[src/core/ptm_consts.svh]
// ptm_consts.svh: register offsets, control bit positions and reset values
// assumes a 32-bit register port addressed in bytes, one register per word
`ifndef PTM_CONSTS_SVH
`define PTM_CONSTS_SVH

`define PTM_ADDR_W     8
`define PTM_OFF_CTL0   8'h00
`define PTM_OFF_CTL4   8'h04
`define PTM_OFF_EXTF   8'h08
`define PTM_OFF_BASELO 8'h0C
`define PTM_OFF_BASEHI 8'h10
`define PTM_OFF_STAT   8'h14
`define PTM_OFF_LASTLO 8'h18
`define PTM_OFF_LASTHI 8'h1C
`define PTM_OFF_WALKS  8'h20

`define PTM_BIT_PG     31
`define PTM_BIT_PAE    5
`define PTM_BIT_PSE    4
`define PTM_BIT_LME    8
`define PTM_BIT_LMA    10
`define PTM_BIT_PS     7

`define PTM_RST_BIT    1'b0
`define PTM_RST_WORD   32'h0000_0000
`define PTM_RST_HI     20'h0_0000
`define PTM_RST_PA     52'h0_0000_0000_0000

`endif

[src/core/ptm_pkg.sv]
// ptm_pkg: types shared by the page translation mode select block
// assumes the walk side returns whole 64-bit entries, low word first in use
package ptm_pkg;

    typedef enum logic [1:0] {PM_OFF, PM_LEG32, PM_LEGPAE, PM_LONG} ptm_mode_e;
    typedef enum logic [1:0] {PS_4K, PS_2M, PS_4M, PS_1G} ptm_size_e;
    typedef enum logic [1:0] {WS_IDLE, WS_FETCH} ptm_walk_e;

    typedef struct packed {
        logic        valid;
        logic [63:0] vaddr;
    } ptm_req_s;

    typedef struct packed {
        logic        valid;
        logic [51:0] paddr;
        ptm_size_e   size;
    } ptm_rsp_s;

    typedef struct packed {
        logic        valid;
        logic [51:0] addr;
        logic        wide;
    } ptm_fetch_s;

    typedef struct packed {
        logic        valid;
        logic [63:0] data;
    } ptm_mem_s;

    typedef struct packed {
        logic        pg;
        logic        phys_addr_extension_bit;
        logic        large_page_size_ext_bit;
        logic        lme;
        logic [31:0] baseLo;
        logic [19:0] baseHi;
        logic [31:0] rdData;
        ptm_walk_e   walk;
        logic [2:0]  level;
        ptm_mode_e   mode;
        logic [47:0] vaddr;
        ptm_fetch_s  fetch;
        ptm_rsp_s    rsp;
        logic [51:0] lastPa;
        logic [31:0] walks;
    } ptm_state_s;

endpackage

[src/core/ptm_translate_core.sv]
// ptm_translate_core: paging mode select and table walk sequencer
// assumes request, register and walk-side inputs come from mclk logic
// assumes software enables extensions before it enables long mode
//
// Decided for this implementation: strobed register access and the address map.
`include "ptm_consts.svh"
`timescale 1ns/1ns
`default_nettype none

module ptm_translate_core #(
    parameter int PA_W = 52
) (
    input  wire logic                    mclk,
    input  wire logic                    rstn,
    input  wire logic                    ce,
    input  wire logic [`PTM_ADDR_W-1:0]  regAddr,
    input  wire logic [31:0]             regWData,
    input  wire logic                    regWr,
    input  wire logic                    regRd,
    output logic      [31:0]             regRData,
    input  wire ptm_pkg::ptm_req_s       req,
    output logic                         reqReady,
    output ptm_pkg::ptm_rsp_s            rsp,
    output logic      [PA_W-1:0]         rspPaddr,
    output ptm_pkg::ptm_fetch_s          fetch,
    input  wire ptm_pkg::ptm_mem_s       mem,
    output ptm_pkg::ptm_mode_e           modeNow,
    output logic                         longActive
);

    if (PA_W < 40 || PA_W > 52) begin : gBadPaW
        $error("PA_W must lie between 40 and 52");
    end

    localparam logic [3:0] RI_NONE   = 4'h0;
    localparam logic [3:0] RI_CTL0   = 4'h1;
    localparam logic [3:0] RI_CTL4   = 4'h2;
    localparam logic [3:0] RI_EXTF   = 4'h3;
    localparam logic [3:0] RI_BASELO = 4'h4;
    localparam logic [3:0] RI_BASEHI = 4'h5;
    localparam logic [3:0] RI_STAT   = 4'h6;
    localparam logic [3:0] RI_LASTLO = 4'h7;
    localparam logic [3:0] RI_LASTHI = 4'h8;
    localparam logic [3:0] RI_WALKS  = 4'h9;

    // register slot of a bus address, none for unmapped offsets
    function automatic logic [3:0] regIndex(
        input logic [`PTM_ADDR_W-1:0] a
    );
        logic [3:0] i;
        unique case (a)
            `PTM_OFF_CTL0: i = RI_CTL0;
            `PTM_OFF_CTL4: i = RI_CTL4;
            `PTM_OFF_EXTF: i = RI_EXTF;
            `PTM_OFF_BASELO: i = RI_BASELO;
            `PTM_OFF_BASEHI: i = RI_BASEHI;
            `PTM_OFF_STAT: i = RI_STAT;
            `PTM_OFF_LASTLO: i = RI_LASTLO;
            `PTM_OFF_LASTHI: i = RI_LASTHI;
            `PTM_OFF_WALKS: i = RI_WALKS;
            default: i = RI_NONE;
        endcase
        return i;
    endfunction

    // address of the table entry fetched at a given level
    function automatic logic [51:0] tableAddr(
        input ptm_pkg::ptm_mode_e m,
        input logic [2:0]         lvl,
        input logic [51:0]        base,
        input logic [47:0]        va
    );
        logic [51:0] a;
        a = 52'h0_0000_0000_0000;
        if (m == ptm_pkg::PM_LEG32) begin
            if (lvl == 3'h2) begin
                a = {base[51:12], va[31:22], 2'h0};
            end else begin
                a = {base[51:12], va[21:12], 2'h0};
            end
        end else begin
            unique case (lvl)
                3'h4: a = {base[51:12], va[47:39], 3'h0};
                3'h3: begin
                    if (m == ptm_pkg::PM_LONG) begin
                        a = {base[51:12], va[38:30], 3'h0};
                    end else begin
                        a = {base[51:5], va[31:30], 3'h0};
                    end
                end
                3'h2: a = {base[51:12], va[29:21], 3'h0};
                default: a = {base[51:12], va[20:12], 3'h0};
            endcase
        end
        return a;
    endfunction

    // large pages allowed for a mode and the page-size extension control
    function automatic logic largeAllowed(
        input ptm_pkg::ptm_mode_e m,
        input logic               large_page_size_ext_bit
    );
        logic ok;
        unique case (m)
            ptm_pkg::PM_LEG32: ok = large_page_size_ext_bit;
            ptm_pkg::PM_OFF: ok = 1'b0;
            default: ok = 1'b1;
        endcase
        return ok;
    endfunction

    // large page size in force for a mode
    function automatic ptm_pkg::ptm_size_e largeOf(
        input ptm_pkg::ptm_mode_e m
    );
        ptm_pkg::ptm_size_e s;
        unique case (m)
            ptm_pkg::PM_LEG32: s = ptm_pkg::PS_4M;
            ptm_pkg::PM_OFF: s = ptm_pkg::PS_4K;
            default: s = ptm_pkg::PS_2M;
        endcase
        return s;
    endfunction

    logic [1:0] rstSync;
    logic       rstnInt;

    always_ff @(posedge mclk or negedge rstn) begin
        if (!rstn) begin
            rstSync <= 2'h0;
        end else begin
            rstSync <= {rstSync[0], 1'b1};
        end
    end

    assign rstnInt = rstSync[1];

    ptm_pkg::ptm_state_s q;
    ptm_pkg::ptm_state_s d;

    logic                long_mode_active_flag;
    ptm_pkg::ptm_mode_e  curMode;
    logic                largeOk;
    ptm_pkg::ptm_size_e  largeSize;
    logic [51:0]         startBase;
    logic [2:0]          startLevel;
    logic [63:0]         entry;
    logic [51:0]         nextBase;
    logic                psBit;
    logic                leaf;
    ptm_pkg::ptm_size_e  leafSize;
    logic [51:0]         leafPa;
    logic                walkLong;
    logic                walkLarge;
    logic [31:0]         rdValue;

    // long mode active follows the paging bit while long mode is enabled
    always_comb begin
        long_mode_active_flag = q.lme & q.pg;
    end

    always_comb begin
        if (!q.pg) begin
            curMode = ptm_pkg::PM_OFF;
        end else if (long_mode_active_flag) begin
            curMode = ptm_pkg::PM_LONG;
        end else if (q.phys_addr_extension_bit) begin
            curMode = ptm_pkg::PM_LEGPAE;
        end else begin
            curMode = ptm_pkg::PM_LEG32;
        end
    end

    // large page size in force for the current controls
    always_comb begin
        largeOk = largeAllowed(curMode, q.large_page_size_ext_bit);
        largeSize = largeOf(curMode);
    end

    always_comb begin
        unique case (curMode)
            ptm_pkg::PM_LONG: begin
                startBase = {q.baseHi, q.baseLo[31:12], 12'h000};
                startLevel = 3'h4;
            end
            ptm_pkg::PM_LEGPAE: begin
                startBase = {20'h0_0000, q.baseLo[31:5], 5'h00};
                startLevel = 3'h3;
            end
            default: begin
                startBase = {20'h0_0000, q.baseLo[31:12], 12'h000};
                startLevel = 3'h2;
            end
        endcase
    end

    // entry decode for the walk in progress
    always_comb begin
        walkLong = (q.mode == ptm_pkg::PM_LONG);
        walkLarge = largeAllowed(q.mode, q.large_page_size_ext_bit);
        if (q.mode == ptm_pkg::PM_LEG32) begin
            entry = {32'h0000_0000, mem.data[31:0]};
        end else begin
            entry = mem.data;
        end
        nextBase = {entry[51:12], 12'h000};
        psBit = entry[`PTM_BIT_PS];
        leaf = 1'b0;
        leafSize = ptm_pkg::PS_4K;
        leafPa = {entry[51:12], q.vaddr[11:0]};
        unique case (q.level)
            3'h1: begin
                leaf = 1'b1;
            end
            3'h2: begin
                if (psBit && walkLarge) begin
                    leaf = 1'b1;
                    leafSize = largeOf(q.mode);
                    if (q.mode == ptm_pkg::PM_LEG32) begin
                        leafPa = {12'h000, entry[20:13], entry[31:22], q.vaddr[21:0]};
                    end else begin
                        leafPa = {entry[51:21], q.vaddr[20:0]};
                    end
                end
            end
            3'h3: begin
                if (psBit && walkLong) begin
                    leaf = 1'b1;
                    leafSize = ptm_pkg::PS_1G;
                    leafPa = {entry[51:30], q.vaddr[29:0]};
                end
            end
            default: leaf = 1'b0;
        endcase
    end

    always_comb begin
        unique case (regIndex(regAddr))
            RI_CTL0: rdValue = {q.pg, 31'h0000_0000};
            RI_CTL4: rdValue = {26'h000_0000, q.phys_addr_extension_bit, q.large_page_size_ext_bit, 4'h0};
            RI_EXTF: rdValue = {21'h00_0000, long_mode_active_flag, 1'b0, q.lme, 8'h00};
            RI_BASELO: rdValue = q.baseLo;
            RI_BASEHI: rdValue = {12'h000, q.baseHi};
            RI_STAT: rdValue = {24'h00_0000, q.walk == ptm_pkg::WS_FETCH, q.level, largeOk,
                                largeSize, curMode == ptm_pkg::PM_OFF};
            RI_LASTLO: rdValue = q.lastPa[31:0];
            RI_LASTHI: rdValue = {12'h000, q.lastPa[51:32]};
            RI_WALKS: rdValue = q.walks;
            default: rdValue = 32'h0000_0000;
        endcase
    end

    always_comb begin
        d = q;
        d.rsp.valid = 1'b0;
        d.rdData = 32'h0000_0000;
        if (regRd) begin
            d.rdData = rdValue;
        end
        if (regWr) begin
            unique case (regIndex(regAddr))
                RI_CTL0: d.pg = regWData[`PTM_BIT_PG];
                RI_CTL4: begin
                    d.phys_addr_extension_bit = regWData[`PTM_BIT_PAE];
                    d.large_page_size_ext_bit = regWData[`PTM_BIT_PSE];
                end
                RI_EXTF: d.lme = regWData[`PTM_BIT_LME];
                RI_BASELO: d.baseLo = regWData;
                RI_BASEHI: d.baseHi = regWData[19:0];
                default: d.walks = q.walks;
            endcase
        end
        unique case (q.walk)
            ptm_pkg::WS_IDLE: begin
                if (req.valid) begin
                    if (curMode == ptm_pkg::PM_OFF) begin
                        d.rsp.valid = 1'b1;
                        d.rsp.paddr = {20'h0_0000, req.vaddr[31:0]};
                        d.rsp.size = ptm_pkg::PS_4K;
                        d.lastPa = {20'h0_0000, req.vaddr[31:0]};
                    end else begin
                        d.mode = curMode;
                        d.level = startLevel;
                        if (curMode == ptm_pkg::PM_LONG) begin
                            d.vaddr = req.vaddr[47:0];
                        end else begin
                            d.vaddr = {16'h0000, req.vaddr[31:0]};
                        end
                        d.fetch.valid = 1'b1;
                        d.fetch.wide = (curMode != ptm_pkg::PM_LEG32);
                        d.fetch.addr = tableAddr(curMode, startLevel, startBase, d.vaddr);
                        d.walk = ptm_pkg::WS_FETCH;
                    end
                end
            end
            ptm_pkg::WS_FETCH: begin
                if (mem.valid) begin
                    if (leaf) begin
                        d.fetch.valid = 1'b0;
                        d.rsp.valid = 1'b1;
                        d.rsp.paddr = leafPa;
                        d.rsp.size = leafSize;
                        d.lastPa = leafPa;
                        d.walks = q.walks + 32'h0000_0001;
                        d.walk = ptm_pkg::WS_IDLE;
                    end else begin
                        d.level = q.level - 3'h1;
                        d.fetch.addr = tableAddr(q.mode, q.level - 3'h1, nextBase, q.vaddr);
                    end
                end
            end
            default: begin
                d.walk = ptm_pkg::WS_IDLE;
                d.fetch.valid = 1'b0;
            end
        endcase
    end

    always_ff @(posedge mclk or negedge rstnInt) begin
        if (!rstnInt) begin
            q.pg <= `PTM_RST_BIT;
            q.phys_addr_extension_bit <= `PTM_RST_BIT;
            q.large_page_size_ext_bit <= `PTM_RST_BIT;
            q.lme <= `PTM_RST_BIT;
            q.baseLo <= `PTM_RST_WORD;
            q.baseHi <= `PTM_RST_HI;
            q.rdData <= `PTM_RST_WORD;
            q.walk <= ptm_pkg::WS_IDLE;
            q.level <= 3'h0;
            q.mode <= ptm_pkg::PM_OFF;
            q.vaddr <= 48'h0000_0000_0000;
            q.fetch <= '0;
            q.rsp <= '0;
            q.lastPa <= `PTM_RST_PA;
            q.walks <= `PTM_RST_WORD;
        end else if (ce) begin
            q <= d;
        end
    end

    assign regRData = q.rdData;
    assign reqReady = (q.walk == ptm_pkg::WS_IDLE);
    assign rsp = q.rsp;
    assign rspPaddr = q.rsp.paddr[PA_W-1:0];
    assign fetch = q.fetch;
    assign modeNow = curMode;
    assign longActive = long_mode_active_flag;

endmodule // ptm_translate_core

`default_nettype wire

[config.mk]
export PLATFORM = sky130hd
export DESIGN_NAME = ptm_translate_core
export DESIGN_NICKNAME = d
export VERILOG_FILES = /design/src/core/ptm_pkg.sv /design/src/core/ptm_translate_core.sv
export VERILOG_INCLUDE_DIRS = /design/src /design/src/core
export SDC_FILE = /design/constraint.sdc
export NUM_CORES = 1
export LEC_CHECK = 0
export ABC_AREA = 1
export BUFFER_PORTS_ARGS = -buffer_cell sky130_fd_sc_hd__buf_2
export CAP_MARGIN = 20
export CORE_MARGIN = 2
export CORE_UTILIZATION = 40
export DETAILED_ROUTE_END_ITERATION = 16
export SETUP_SLACK_MARGIN = 0.15
export SYNTH_ARGS = -nofsm -noshare
export SYNTH_HDL_FRONTEND = slang
export SYNTH_SLANG_ARGS = --single-unit
[constraint.sdc]
create_clock -name mclk -period 7.9 [get_ports mclk]
set_input_delay 1.58 -clock mclk [delete_from_list [all_inputs] [get_ports mclk]]
set_output_delay 1.58 -clock mclk [all_outputs]
set_load 0.1 [all_outputs]
==> impl_metrics.env <==
export IMPL_leakagePower_uw=0.00974
export IMPL_fill_cells=4241
export IMPL_grt_overflow=0
export IMPL_grt_use_total_pct=28.3
export IMPL_r2r_slack_ns=4.38
export IMPL_r2r_end="fetch[9]"
export IMPL_rsz0062_at_grt="no"
export IMPL_vdd_drop_max_uv=422
export IMPL_max_cap_violations=0
export IMPL_vias_per_cell=5.24
export IMPL_placedCellCount=2813
export IMPL_yosys_area_top_type="dfrtp_1"
export IMPL_ant_nets=0
export IMPL_timing_final_ws_setup_ns=3.77
export IMPL_critical_path_class="input pin to flop"
export IMPL_final_max_slew_viol_count=0
export IMPL_hold_slack_ns=0.355
export IMPL_tns_ns=0
export IMPL_synth_common_cells="775 x nand2_1, 282 x dfrtp_1, 237 x o21ai_0, 202 x buf_4, 167 x inv_1"
export IMPL_yosys_warnings=0
export IMPL_cts_made_buffers=36
export IMPL_cts_sinks=282
export IMPL_finalCritPeriodShare_pct=52.3
export IMPL_grtUsageMet2_pct=46.6
export IMPL_critPathLaunchType="input pin"
export IMPL_internal_power_uw=3500
export IMPL_syn2layout_area_growth_pct=11.8
export IMPL_r2r_start="q[335]"
export IMPL_synth_area_top_cells="dfrtp_1 43%, nand2_1 18%, buf_4 9.3%, o21ai_0 7.3%, nand3_1 4.0%"
export IMPL_drt_total_wl_microns=60200
export IMPL_cts_resized=0
export IMPL_tightest_slew_ns=1.06
export IMPL_core_area_sq_um=40000
export IMPL_place_ws_ns=3.35
export IMPL_wire_per_inst_microns=20.9
export IMPL_clk_pin_slew_ns=0.06
export IMPL_antenna_found_initial=1
export IMPL_cts_tree="yes"
export IMPL_drc_errors=0
export IMPL_swShare_pct=55.9
export IMPL_hold_viol_final=0
export IMPL_p_clk_share_pct=23.0
export IMPL_grt_busiest_layer="met2"
export IMPL_num_antenna_cells=0
export IMPL_total_power_uw=7940
export IMPL_drive_gt1_share_pct=18.3
export IMPL_path_max_fanout=54
export IMPL_hp_start="rstSync[0]"
export IMPL_htree_levels=2
export IMPL_post_cts_buffers=0
export IMPL_post_synth_top_count_cell="nand2_1"
export IMPL_grt_max_degree=177
export IMPL_grt_pass1_wl_microns=89300
export IMPL_dp_hpwl_microns=45700
export IMPL_synth_seq_cells=282
export IMPL_hp_class="flop to flop"
export IMPL_portBuffers=330
export IMPL_fin_cells=2879
export IMPL_yosysUniqueCellTypes=36
export IMPL_p_comb_share_pct=50.4
export IMPL_min_to="rstSync[1]"
export IMPL_p_per_area_nw_per_um2=436
export IMPL_max_freq_mhz=242
export IMPL_period_needed_ns=4.13
export IMPL_io_pins=372
export IMPL_synth_async_reset_ratio_pct=100
export IMPL_dr_pass1_iters=6
export IMPL_crit_arrival_ns=4.53
export IMPL_final_nets=2514
export IMPL_cts_root_buf="clkbuf_16"
export IMPL_dieArea_sq_um=42400
export IMPL_clk_path_buf_depth=3
export IMPL_syn_avg_cell_area_sq_um=7.32
export IMPL_grt_pass1_vias=14400
export IMPL_start_util_pct=40.7
export IMPL_syn_area_sq_um=16300
export IMPL_end_kind="flop"
export IMPL_max_slew_margin_pct=28.5
export IMPL_status="completed"
export IMPL_use_met1_pct=38.5
export IMPL_finalSetupViolCount=0
export IMPL_netlist_instances=2227
export IMPL_crit_required_ns=8.30
export IMPL_synth_top_area_share_pct=43.3
export IMPL_rows=73
export IMPL_vias=15100
export IMPL_grtUsageMet3_pct=3.85
export IMPL_clkLatencyLatePin_ns=0.54
export IMPL_fp_dieH_microns=206
export IMPL_drtIter0Drc=1330
export IMPL_place_congestion=0.955
export IMPL_fin_skew_ns=0.0238
export IMPL_seqPwrFrac_pct=26.6
export IMPL_synth_edf_count=0
export IMPL_holdBufCountCts=0
export IMPL_reg2regPathDepth=15
export IMPL_die_w_microns=206
export IMPL_power_net_switching_uw=4430
export IMPL_whs_path_depth=0
export IMPL_synth_seq_area_share_pct=43.3
export IMPL_ys_flop_type="dfrtp_1"
-- registers in the layout, indices dropped and copies added, names as in the netlist --
register  cells
regRData     32
rstSync       2
rspPaddr     52
rsp           3
q           141
fetch        52
-- cells in the final DEF, fill, tap and decap left out, drive strengths merged, types with 2 or more instances in the layout --
| cell | instances |
|---|---|
| a21boi | 5 |
| a21oi | 49 |
| a22oi | 27 |
| a31oi | 2 |
| buf | 347 |
| bufinv | 7 |
| clkbuf | 47 |
| clkinv | 12 |
| conb | 3 |
| dfrtp | 282 |
| ha | 13 |
| inv | 177 |
| mux2 | 4 |
| nand2 | 778 |
| nand3 | 131 |
| nand3b | 3 |
| nand4 | 15 |
| nor2 | 117 |
| nor3 | 25 |
| o211ai | 13 |
| o21ai | 248 |
| o221ai | 4 |
| o22ai | 15 |
| xor2 | 24 |
-- worst max-delay path: stages --
cell and delay (ns):
buf_2 0.10, inv_1 0.06, nand2_1 0.12, nor3_4 0.66, nand2_2 0.42, inv_2 0.58
nand2_2 0.19, buf_4 0.33, mux2_1 0.40
-- worst max-delay path by stage --
stage	from	endpoint	slack (ns)	depth (start not counted)
floorplan	rstSync[1]	fetch[0]	3.28	0
global placement	regAddr[0]	q[329]	3.37	9
detailed placement	regAddr[0]	q[328]	3.35	9
CTS	regAddr[0]	q[328]	3.88	9
global route	regAddr[1]	q[328]	3.60	9
finish	regAddr[0]	q[328]	3.77	9
-- area by class of cell --
type	instances	area, sq um	area share (%)
flip-flops and latches	282	7060	38.7
clock buffers	47	1020	5.62
repair buffers	347	1790	9.83
multi-input cells	1481	6730	37.0
well taps	525	657	3.60
inverters	178	668	3.67
clock inverters	19	288	1.58
-- logic make-up (layout without fill, tap and decap cells) --
| logic type | Yosys count | after routing | share of synthesized area (%) |
|---|---|---|---|
| muxes | 4 | 4 | 0.276 |
| and+or+nand+nor | 1070 | 1070 | 26.4 |
| xor gates and xnor gates | 24 | 24 | 1.29 |
| DFF | 282 | 282 | 43.3 |
| other | 2 | 3 | 0.0461 |
| adders and majority gates | 13 | 13 | 0.998 |
| buffers and inverters | 465 | 591 | 15.5 |
| AOI/OAI and AO/OA | 367 | 367 | 12.2 |
-- stage by stage --
step / area (sq um) / util [%]
2_1_floorplan: 16300 / -
3_3_place_gp: 16900 / 42.3
3_5_place_dp: 16900 / 42.3
4_1_cts: 18200 / 45.5
5_1_grt: 18200 / 45.5
6_report: 18200 / 45.5
-- power by group through the flow --
stage,combinational [uW],sequential (uW),clock (uW)
floorplan,3690,2010,0
global route,4200,2150,1910
finish,4000,2110,1830
detailed placement,3990,2120,0
CTS,4000,2100,1850
global placement,3970,2110,0
-- per-layer routing --
layer	share of wire, %	vias to the layer above
met1	43	7249
met4	3.4	2
met5	0.012	-
met3	6.3	104
met2	47	605
li1	-	7137
Power figures use the tool's default switching activity.
